$ cat config.mk
export PLATFORM = sky130hd
export DESIGN_NAME = nsr_top
export DESIGN_NICKNAME = d
export VERILOG_FILES = /design/src/verilog/nsr_pkg.sv /design/src/verilog/nsr_top.sv /design/src/verilog/nsr_check.sv /design/src/verilog/nsr_timer.sv
export SDC_FILE = /design/constraint.sdc
export NUM_CORES = 1
export LEC_CHECK = 0
export ABC_AREA = 1
export BUFFER_PORTS_ARGS = -buffer_cell sky130_fd_sc_hd__buf_4
export CORE_ASPECT_RATIO = 1.1
export CORE_MARGIN = 2
export CORE_UTILIZATION = 40
export DETAILED_ROUTE_END_ITERATION = 6
export HOLD_SLACK_MARGIN = 0.05
export PLACE_DENSITY = 0.7
export SLEW_MARGIN = 20
export SYNTH_ARGS = -nofsm -noshare
export SYNTH_HDL_FRONTEND = slang
export SYNTH_SLANG_ARGS = --single-unit
export TNS_END_PERCENT = 5
$ cat constraint.sdc
create_clock -name MCLK_I -period 5.45 [get_ports MCLK_I]
set_input_delay 1.3625 -clock MCLK_I [delete_from_list [all_inputs] [get_ports MCLK_I]]
set_output_delay 1.3625 -clock MCLK_I [all_outputs]
set_load 0.05 [all_outputs]
$ cat src/verilog/nsr_pkg.sv
// package of constants and carriers for the network send/receive decoder
// Function
// - nothing happens while the execution condition is false
// - bit 15 of second word selects routed (0) or flat (1) network
// - routed second word low byte is network 0 to 127, 0 is local
// - bit 14 of second word set means level 0, clear level 1
// - routed send destination node 0 to 126, own node allowed
// - send to node zero broadcasts to every node
// - flat send node 0 to 62, not own node, third word high byte zero
// - flat low byte is response limit in tenths; 00 two seconds, ff none
// - flat bits 8 to 11 are retries, bit 12 must be zero
// - flat send bit 13 set means no response returned
// - routed receive source node 1 to 126, zero invalid
// - flat receive source node 0 to 62, third word high byte zero
// - send copies the word count from source to remote destination
// - error when node exceeds 126 routed or 62 flat
// - error when the words would run past their data area end
// - error on non-decimal or out-of-range indirect pointer
// - error and no transfer when no link unit is mounted
// - enable flag low from transfer start until response processed
// - transfer error set on failure or timeout, kept until next start
// - completion on response, link failure or timeout; enable at program end
package nsr_pkg;
   localparam logic [3:0] NSR_BIT_FLAT = 4'hf;
   localparam logic [3:0] NSR_BIT_LEVEL = 4'he;
   localparam logic [3:0] NSR_BIT_NORESP = 4'hd;
   localparam logic [3:0] NSR_BIT_ZERO12 = 4'hc;
   localparam logic [15:0] NSR_ROUTED_MAX_LEN = 16'h03e8;
   localparam logic [15:0] NSR_FLAT_MAX_LEN = 16'h0100;
   localparam logic [7:0] NSR_ROUTED_MAX_NET = 8'h7f;
   localparam logic [7:0] NSR_ROUTED_MAX_NODE = 8'h7e;
   localparam logic [7:0] NSR_FLAT_MAX_NODE = 8'h3e;
   localparam logic [7:0] NSR_LIMIT_DEFAULT = 8'h00;
   localparam logic [7:0] NSR_LIMIT_NONE = 8'hff;
   localparam int NSR_CLK_HZ = 50000000;
   localparam int NSR_TIMEOUT_MS = 1000;
   localparam int NSR_TIMEOUT_CYC = NSR_CLK_HZ / 1000 * NSR_TIMEOUT_MS;
   localparam logic NSR_FLAG_ENABLE_RST = 1'b1;
   localparam logic NSR_FLAG_ERROR_RST = 1'b0;

   typedef struct packed {
      logic [15:0] count;
      logic [15:0] setup;
      logic [15:0] node;
   } nsr_ctrl_type;

   typedef struct packed {
      logic is_recv;
      logic flat;
      logic level0;
      logic no_resp;
      logic [3:0] retries;
      logic [7:0] net_or_limit;
      logic [7:0] node;
      logic [7:0] port;
      logic [15:0] count;
   } nsr_req_type;
endpackage : nsr_pkg

$ cat src/verilog/nsr_top.sv
// send/receive command decoder and transfer flag keeper
module nsr_top #(
   parameter int TIMEOUT_CYCLES = nsr_pkg::NSR_TIMEOUT_CYC,
   parameter int AREA_AW = 16
) (
   input wire logic MCLK_I,
   input wire logic RST_I,
   input wire logic EXEC_I,
   input wire logic EXEC_COND_I,
   input wire logic NETWORK_RECEIVE_CMD_I,
   input wire nsr_pkg::nsr_ctrl_type CTRL_I,
   input wire logic [AREA_AW-1:0] DATA_BASE_I,
   input wire logic [AREA_AW-1:0] AREA_END_I,
   input wire logic PTR_INDIRECT_I,
   input wire logic [15:0] PTR_VALUE_I,
   input wire logic [15:0] DATA_MEM_WORDS_I,
   input wire logic [7:0] OWN_NODE_I,
   input wire logic LINK_MOUNTED_I,
   input wire logic PROGRAM_END_I,
   input wire logic LINK_DONE_I,
   input wire logic LINK_FAIL_I,
   output logic INSTR_ERROR_FLAG_O,
   output logic LINK_REQ_O,
   output nsr_pkg::nsr_req_type LINK_REQ_DATA_O,
   output logic TRANSFER_ENABLE_FLAG_O,
   output logic TRANSFER_ERROR_FLAG_O
);
   import nsr_pkg::*;

   typedef enum logic [2:0] {
      ST_IDLE = 3'b001,
      ST_BUSY = 3'b010,
      ST_DONE = 3'b100
   } nsr_state_type;

   nsr_state_type state_reg, state_next;
   logic err_reg;
   logic req_reg;
   nsr_req_type req_data_reg;
   logic en_reg;
   logic xerr_reg;
   logic node_err;
   logic field_err;
   logic timed_out;
   nsr_req_type req_dec;

   // mounted-unit pin comes from outside: two-stage synchroniser
   logic mnt_s1_reg, mnt_s2_reg;
   always_ff @(posedge MCLK_I) begin
      mnt_s1_reg <= LINK_MOUNTED_I;
      mnt_s2_reg <= mnt_s1_reg;
   end

   nsr_check u_check (
      .is_recv_i(NETWORK_RECEIVE_CMD_I),
      .own_node_i(OWN_NODE_I),
      .ctrl_i(CTRL_I),
      .node_err_o(node_err),
      .field_err_o(field_err),
      .req_o(req_dec)
   );

   nsr_timer #(.CYCLES(TIMEOUT_CYCLES)) u_timer (
      .MCLK_I(MCLK_I),
      .RST_I(RST_I),
      .run_i(state_reg == ST_BUSY),
      .expired_o(timed_out)
   );

   wire flat = CTRL_I.setup[NSR_BIT_FLAT];
   wire [15:0] max_len = flat ? NSR_FLAT_MAX_LEN : NSR_ROUTED_MAX_LEN;
   wire len_bad = CTRL_I.count > max_len;
   wire [AREA_AW:0] last_word = {1'b0, DATA_BASE_I} +
      {1'b0, CTRL_I.count[AREA_AW-1:0]};
   wire overrun = (CTRL_I.count != 16'h0) &&
      (last_word > {1'b0, AREA_END_I} + {{AREA_AW{1'b0}}, 1'b1});
   // pointer must be bcd and inside data memory
   logic [3:0] digit_bad;
   for (genvar g = 0; g < 4; g++) begin : g_bcd
      assign digit_bad[g] = PTR_VALUE_I[g*4 +: 4] > 4'h9;
   end
   wire ptr_not_bcd = |digit_bad;
   wire ptr_bad = PTR_INDIRECT_I &&
      (ptr_not_bcd || PTR_VALUE_I >= DATA_MEM_WORDS_I);
   wire no_unit = !mnt_s2_reg;
   wire any_err = node_err || field_err || len_bad || overrun ||
      ptr_bad || no_unit;
   // act only with condition true; only when enabled
   wire start = EXEC_I && EXEC_COND_I;
   wire launch = start && !any_err && en_reg;

   always_comb begin
      state_next = state_reg;
      unique case (state_reg)
         ST_IDLE: begin
            if (launch) state_next = ST_BUSY;
         end
         ST_BUSY: begin
            if (LINK_DONE_I || LINK_FAIL_I || timed_out)
               state_next = ST_DONE;
         end
         ST_DONE: begin
            if (PROGRAM_END_I) state_next = ST_IDLE;
         end
         default: state_next = ST_IDLE;
      endcase
   end

   always_ff @(posedge MCLK_I) begin
      if (RST_I) state_reg <= ST_IDLE;
      else state_reg <= state_next;
   end

   // error flag reflects the latest execution
   always_ff @(posedge MCLK_I) begin
      if (RST_I) err_reg <= 1'b0;
      else if (start) err_reg <= any_err;
   end

   // no request on decode error; request carries count
   always_ff @(posedge MCLK_I) begin
      if (RST_I) begin
         req_reg <= 1'b0;
         req_data_reg <= '0;
      end else begin
         req_reg <= launch;
         if (launch) req_data_reg <= req_dec;
      end
   end

   // enable low from launch to processed response
   always_ff @(posedge MCLK_I) begin
      if (RST_I) en_reg <= NSR_FLAG_ENABLE_RST;
      else if (launch) en_reg <= 1'b0;
      else if (state_reg == ST_DONE && PROGRAM_END_I) en_reg <= 1'b1;
   end

   // error kept until next transfer starts
   always_ff @(posedge MCLK_I) begin
      if (RST_I) xerr_reg <= NSR_FLAG_ERROR_RST;
      else if (launch) xerr_reg <= 1'b0;
      else if (state_reg == ST_BUSY && !LINK_DONE_I &&
               (LINK_FAIL_I || timed_out))
         xerr_reg <= 1'b1;
   end

   assign INSTR_ERROR_FLAG_O = err_reg;
   assign LINK_REQ_O = req_reg;
   assign LINK_REQ_DATA_O = req_data_reg;
   assign TRANSFER_ENABLE_FLAG_O = en_reg;
   assign TRANSFER_ERROR_FLAG_O = xerr_reg;
endmodule // nsr_top

$ cat src/verilog/nsr_check.sv
// combinational validation of the setup and node control words
module nsr_check (
   input wire logic is_recv_i,
   input wire logic [7:0] own_node_i,
   input wire nsr_pkg::nsr_ctrl_type ctrl_i,
   output logic node_err_o,
   output logic field_err_o,
   output nsr_pkg::nsr_req_type req_o
);
   import nsr_pkg::*;
   wire flat = ctrl_i.setup[NSR_BIT_FLAT];
   wire [7:0] lo = ctrl_i.setup[7:0];
   wire [7:0] node = ctrl_i.node[7:0];
   wire routed_node_bad = (node > NSR_ROUTED_MAX_NODE) ||
      (is_recv_i && node == 8'h00);
   wire flat_node_bad = (node > NSR_FLAT_MAX_NODE) ||
      (!is_recv_i && node == own_node_i && node != 8'h00);
   wire routed_fld_bad = lo > NSR_ROUTED_MAX_NET;
   // bit 12 zero, high byte zero
   wire flat_fld_bad = ctrl_i.setup[NSR_BIT_ZERO12] ||
      (ctrl_i.node[15:8] != 8'h00);
   assign node_err_o = flat ? flat_node_bad : routed_node_bad;
   assign field_err_o = flat ? flat_fld_bad : routed_fld_bad;
   always_comb begin
      req_o.is_recv = is_recv_i;
      req_o.flat = flat;
      req_o.level0 = ctrl_i.setup[NSR_BIT_LEVEL];
      // response suppression on flat send only
      req_o.no_resp = flat && !is_recv_i && ctrl_i.setup[NSR_BIT_NORESP];
      req_o.retries = flat ? ctrl_i.setup[11:8] : 4'h0;
      // limit or network number passed through
      req_o.net_or_limit = lo;
      // node zero is passed as broadcast
      req_o.node = node;
      req_o.port = flat ? 8'h00 : ctrl_i.node[15:8];
      req_o.count = ctrl_i.count;
   end
endmodule // nsr_check

$ cat src/verilog/nsr_timer.sv
// response timeout counter
module nsr_timer #(
   parameter int CYCLES = nsr_pkg::NSR_TIMEOUT_CYC
) (
   input wire logic MCLK_I,
   input wire logic RST_I,
   input wire logic run_i,
   output logic expired_o
);
   import nsr_pkg::*;
   logic [31:0] cnt_reg;
   assign expired_o = run_i && (cnt_reg >= 32'(CYCLES));
   always_ff @(posedge MCLK_I) begin
      if (RST_I || !run_i) cnt_reg <= 32'h0;
      else if (!expired_o) cnt_reg <= cnt_reg + 32'h1;
   end
endmodule // nsr_timer

==> metrics.txt <==
outcome finished, final reports clean; placement row count 47; Pint 1.12 mW; most common cell after layout, fill and taps aside nand2_1; syn_nets 1108; NetSw 0.446 mW; Final Cell Area 7920 sq um; met2 WL post-DR 8260 um; gr ovfl total 0; DRC viols 0; switching share of power 28.5%; Final #Nets 1282; Final Hold Vio Count 0; WP data arrival 5.00 ns; pin count of the biggest net entering global routing 44; Synth Area in XOR/XNOR 6.81%; top cells by area, synth dfxtp_1, nand2_1, ha_1; Main synth FF type dfxtp_1; Worst-path clk slew 0.07 ns; Clock Sinks 89; Die Footprint 16400 sq um; fin crit share 86.4%; dpl ws 0.406 ns; relative slew slack 46.1%; Lkg Pwr 3.79 nW; DRT met1 WL 7280 um; CTS H-Tree Depth 3; total CTS buffers 9; Max VDD drop 0.158 mV; number of global-route vias before repair 5869; Post-synth ARST share 0%; synthesized-area fraction occupied by adder cells 11.9%; setup ws final 0.741 ns; synth unique cells 41; Final Non-Filler Cells 1295; DR vias 6308; die width 122 um; first-pass GRT wire length 27300 um; Yosys reg bits 89; Buffers on Ports 181; Synth Area in Simple Gates 35.0%; chip height 134 um; power per cell area 197 nW/um^2; starting DRC count in detailed routing 361; max reg flops 48; Avg WL per Cell 13.0 um; drt first pass iters 5; met3 wire length 876 um; Yosys top cell by area dfxtp_1; Starting Density 41.0%; I/O pin total 182; CP max stage delay 0.49 ns; RSZ-0062 raised after global routing no; Post-CTS Resized 0; combinational share of power 20.1%; Mapped Cells 920; Fin Setup TNS 0 ns; crit-path max FO 43; Root Driver clkbuf_16; # Post-CTS Setup Buffers 0; clock tree buffer depth 2; initial antenna violation count 0; main combinational cell family by area after synthesis simple AND/OR/NAND/NOR gates; Synth Area in Compound Gates 8.62%; gpl congestion 0.928; Crit-path slowest cell nor2_8; Max Fclk 0.212 GHz; Tot Pwr 1.56 mW; skew final 0.00671 ns; Yosys top cell area share 28.9%; max-cap viol count 0; clock share of power 38.2%; number of synthesized flops with an enable pin 0; Worst Setup Start Kind input pin; Area after DPL 7640 sq um; Worst Path Required 5.75 ns; synthesized cell area 6170 sq um; Worst setup EP type flip-flop; CTS tree done; detailed placement HPWL 13600 um; Slew Viols, Final 0; Hold WC Path Type flip-flop to flip-flop; Total GRT Usage 20.5%; Post-Place Cells 1279; routed wire length 16800 um; Antenna Nets Post-Route 0; post-synthesis mux area share 0%; Hold Slack 0.335 ns; Final Util 52.6%; Reg power frac 41.7%; Final min period 4.71 ns; Yosys warnings 0; final setup fails 0; most frequent cell on the critical path nand2_1; share of post-route cells with drive strength above 1 19.8%; DR top layer met4; sequential fraction of the synthesis area 28.9%; area delta synth->final 28.4%; CTS Hold Bufs 0; kind of critical path input pin to flip-flop; Core ar. 15100 sq um; slew of the pin with the lowest slew margin 0.807 ns; commonest non-fill, non-tap cells in the layout nand2_1, buf_4, inv_1; Syn Area/Cell 6.71 sq um; Clock Latency Late Sink 0.35 ns; vias per inst 4.87; Inserted Diodes 0
[power by group through the flow]
stage               Combinational, mW  Clock, mW  Sequential, mW
detailed placement              0.316          0           0.667
finish                          0.314      0.598           0.652
global route                    0.361      0.638           0.652
global placement                0.311          0           0.667
floorplan                       0.184          0           0.668
CTS                             0.317      0.611           0.652
[final timing paths]
path                       startpoint                   to  slack, ns  depth (start not counted)
setup / recovery           CTRL_I[32]  LINK_REQ_DATA_O[17]       0.74                         25
hold / removal             mnt_s1_reg           mnt_s2_reg       0.33                          0
hold reg to reg            mnt_s1_reg           mnt_s2_reg       0.33                          0
setup reg to reg  u_timer.cnt_reg[13]  u_timer.cnt_reg[16]       2.92                         10
[critical path, delay by kind of cell]
kind / cells / cell delay, ns
AO/OA/AOI/OAI: 6 / 0.85
XOR/XNOR: 1 / 0.14
adder cells (fa/ha/maj): 3 / 0.90
AND/OR/NAND/NOR: 13 / 1.57
buffers and inverters: 2 / 0.16
[layer usage]
layer | global-route usage [%] | vias to the layer above
met5 | 0 | -
met4 | 8.62 | 0
met3 | 3.02 | 28
met2 | 35.6 | 172
met1 | 24.9 | 2787
li1 | - | 3321
[logic make-up (layout without fill, tap and decap cells)]
logic type,after synthesis,count (layout)
AND/OR/NAND/NOR,498,498
AO/OA/AOI/OAI,101,101
XOR/XNOR,48,48
adder cells (fa/ha/maj),58,58
buffers and inverters,126,305
flip-flops,89,89
[synth_stat cells (2+ instances only)]
cell type and count:
o21a_1 2, nor2_1 82, nand2_1 289, inv_2 3
nand4_1 21, nor3b_1 3, nand3_1 51, inv_1 104
nor3_2 3, nand2_2 3, clkbuf_1 4, nor4_1 7
nor3_1 24, xnor2_1 16, ha_1 57, a31oi_1 2
o2111ai_1 2, a21oi_1 69, nor2_2 4, dfxtp_1 89
and3_1 2, nor2_4 2, xor2_1 32, buf_6 8
o21ai_0 21, buf_2 5
[layout make-up]
type                       count  area [sq um]
clock buffer                   9           225
multi-input combinational    705          3840
fill                        1541          7130
timing repair buffer         181          1360
tap                          196           245
clock inverter                 7          61.3
sequential                    89          1780
inverter                     108           408
No activity file was read; power rests on OpenSTA's default activity.
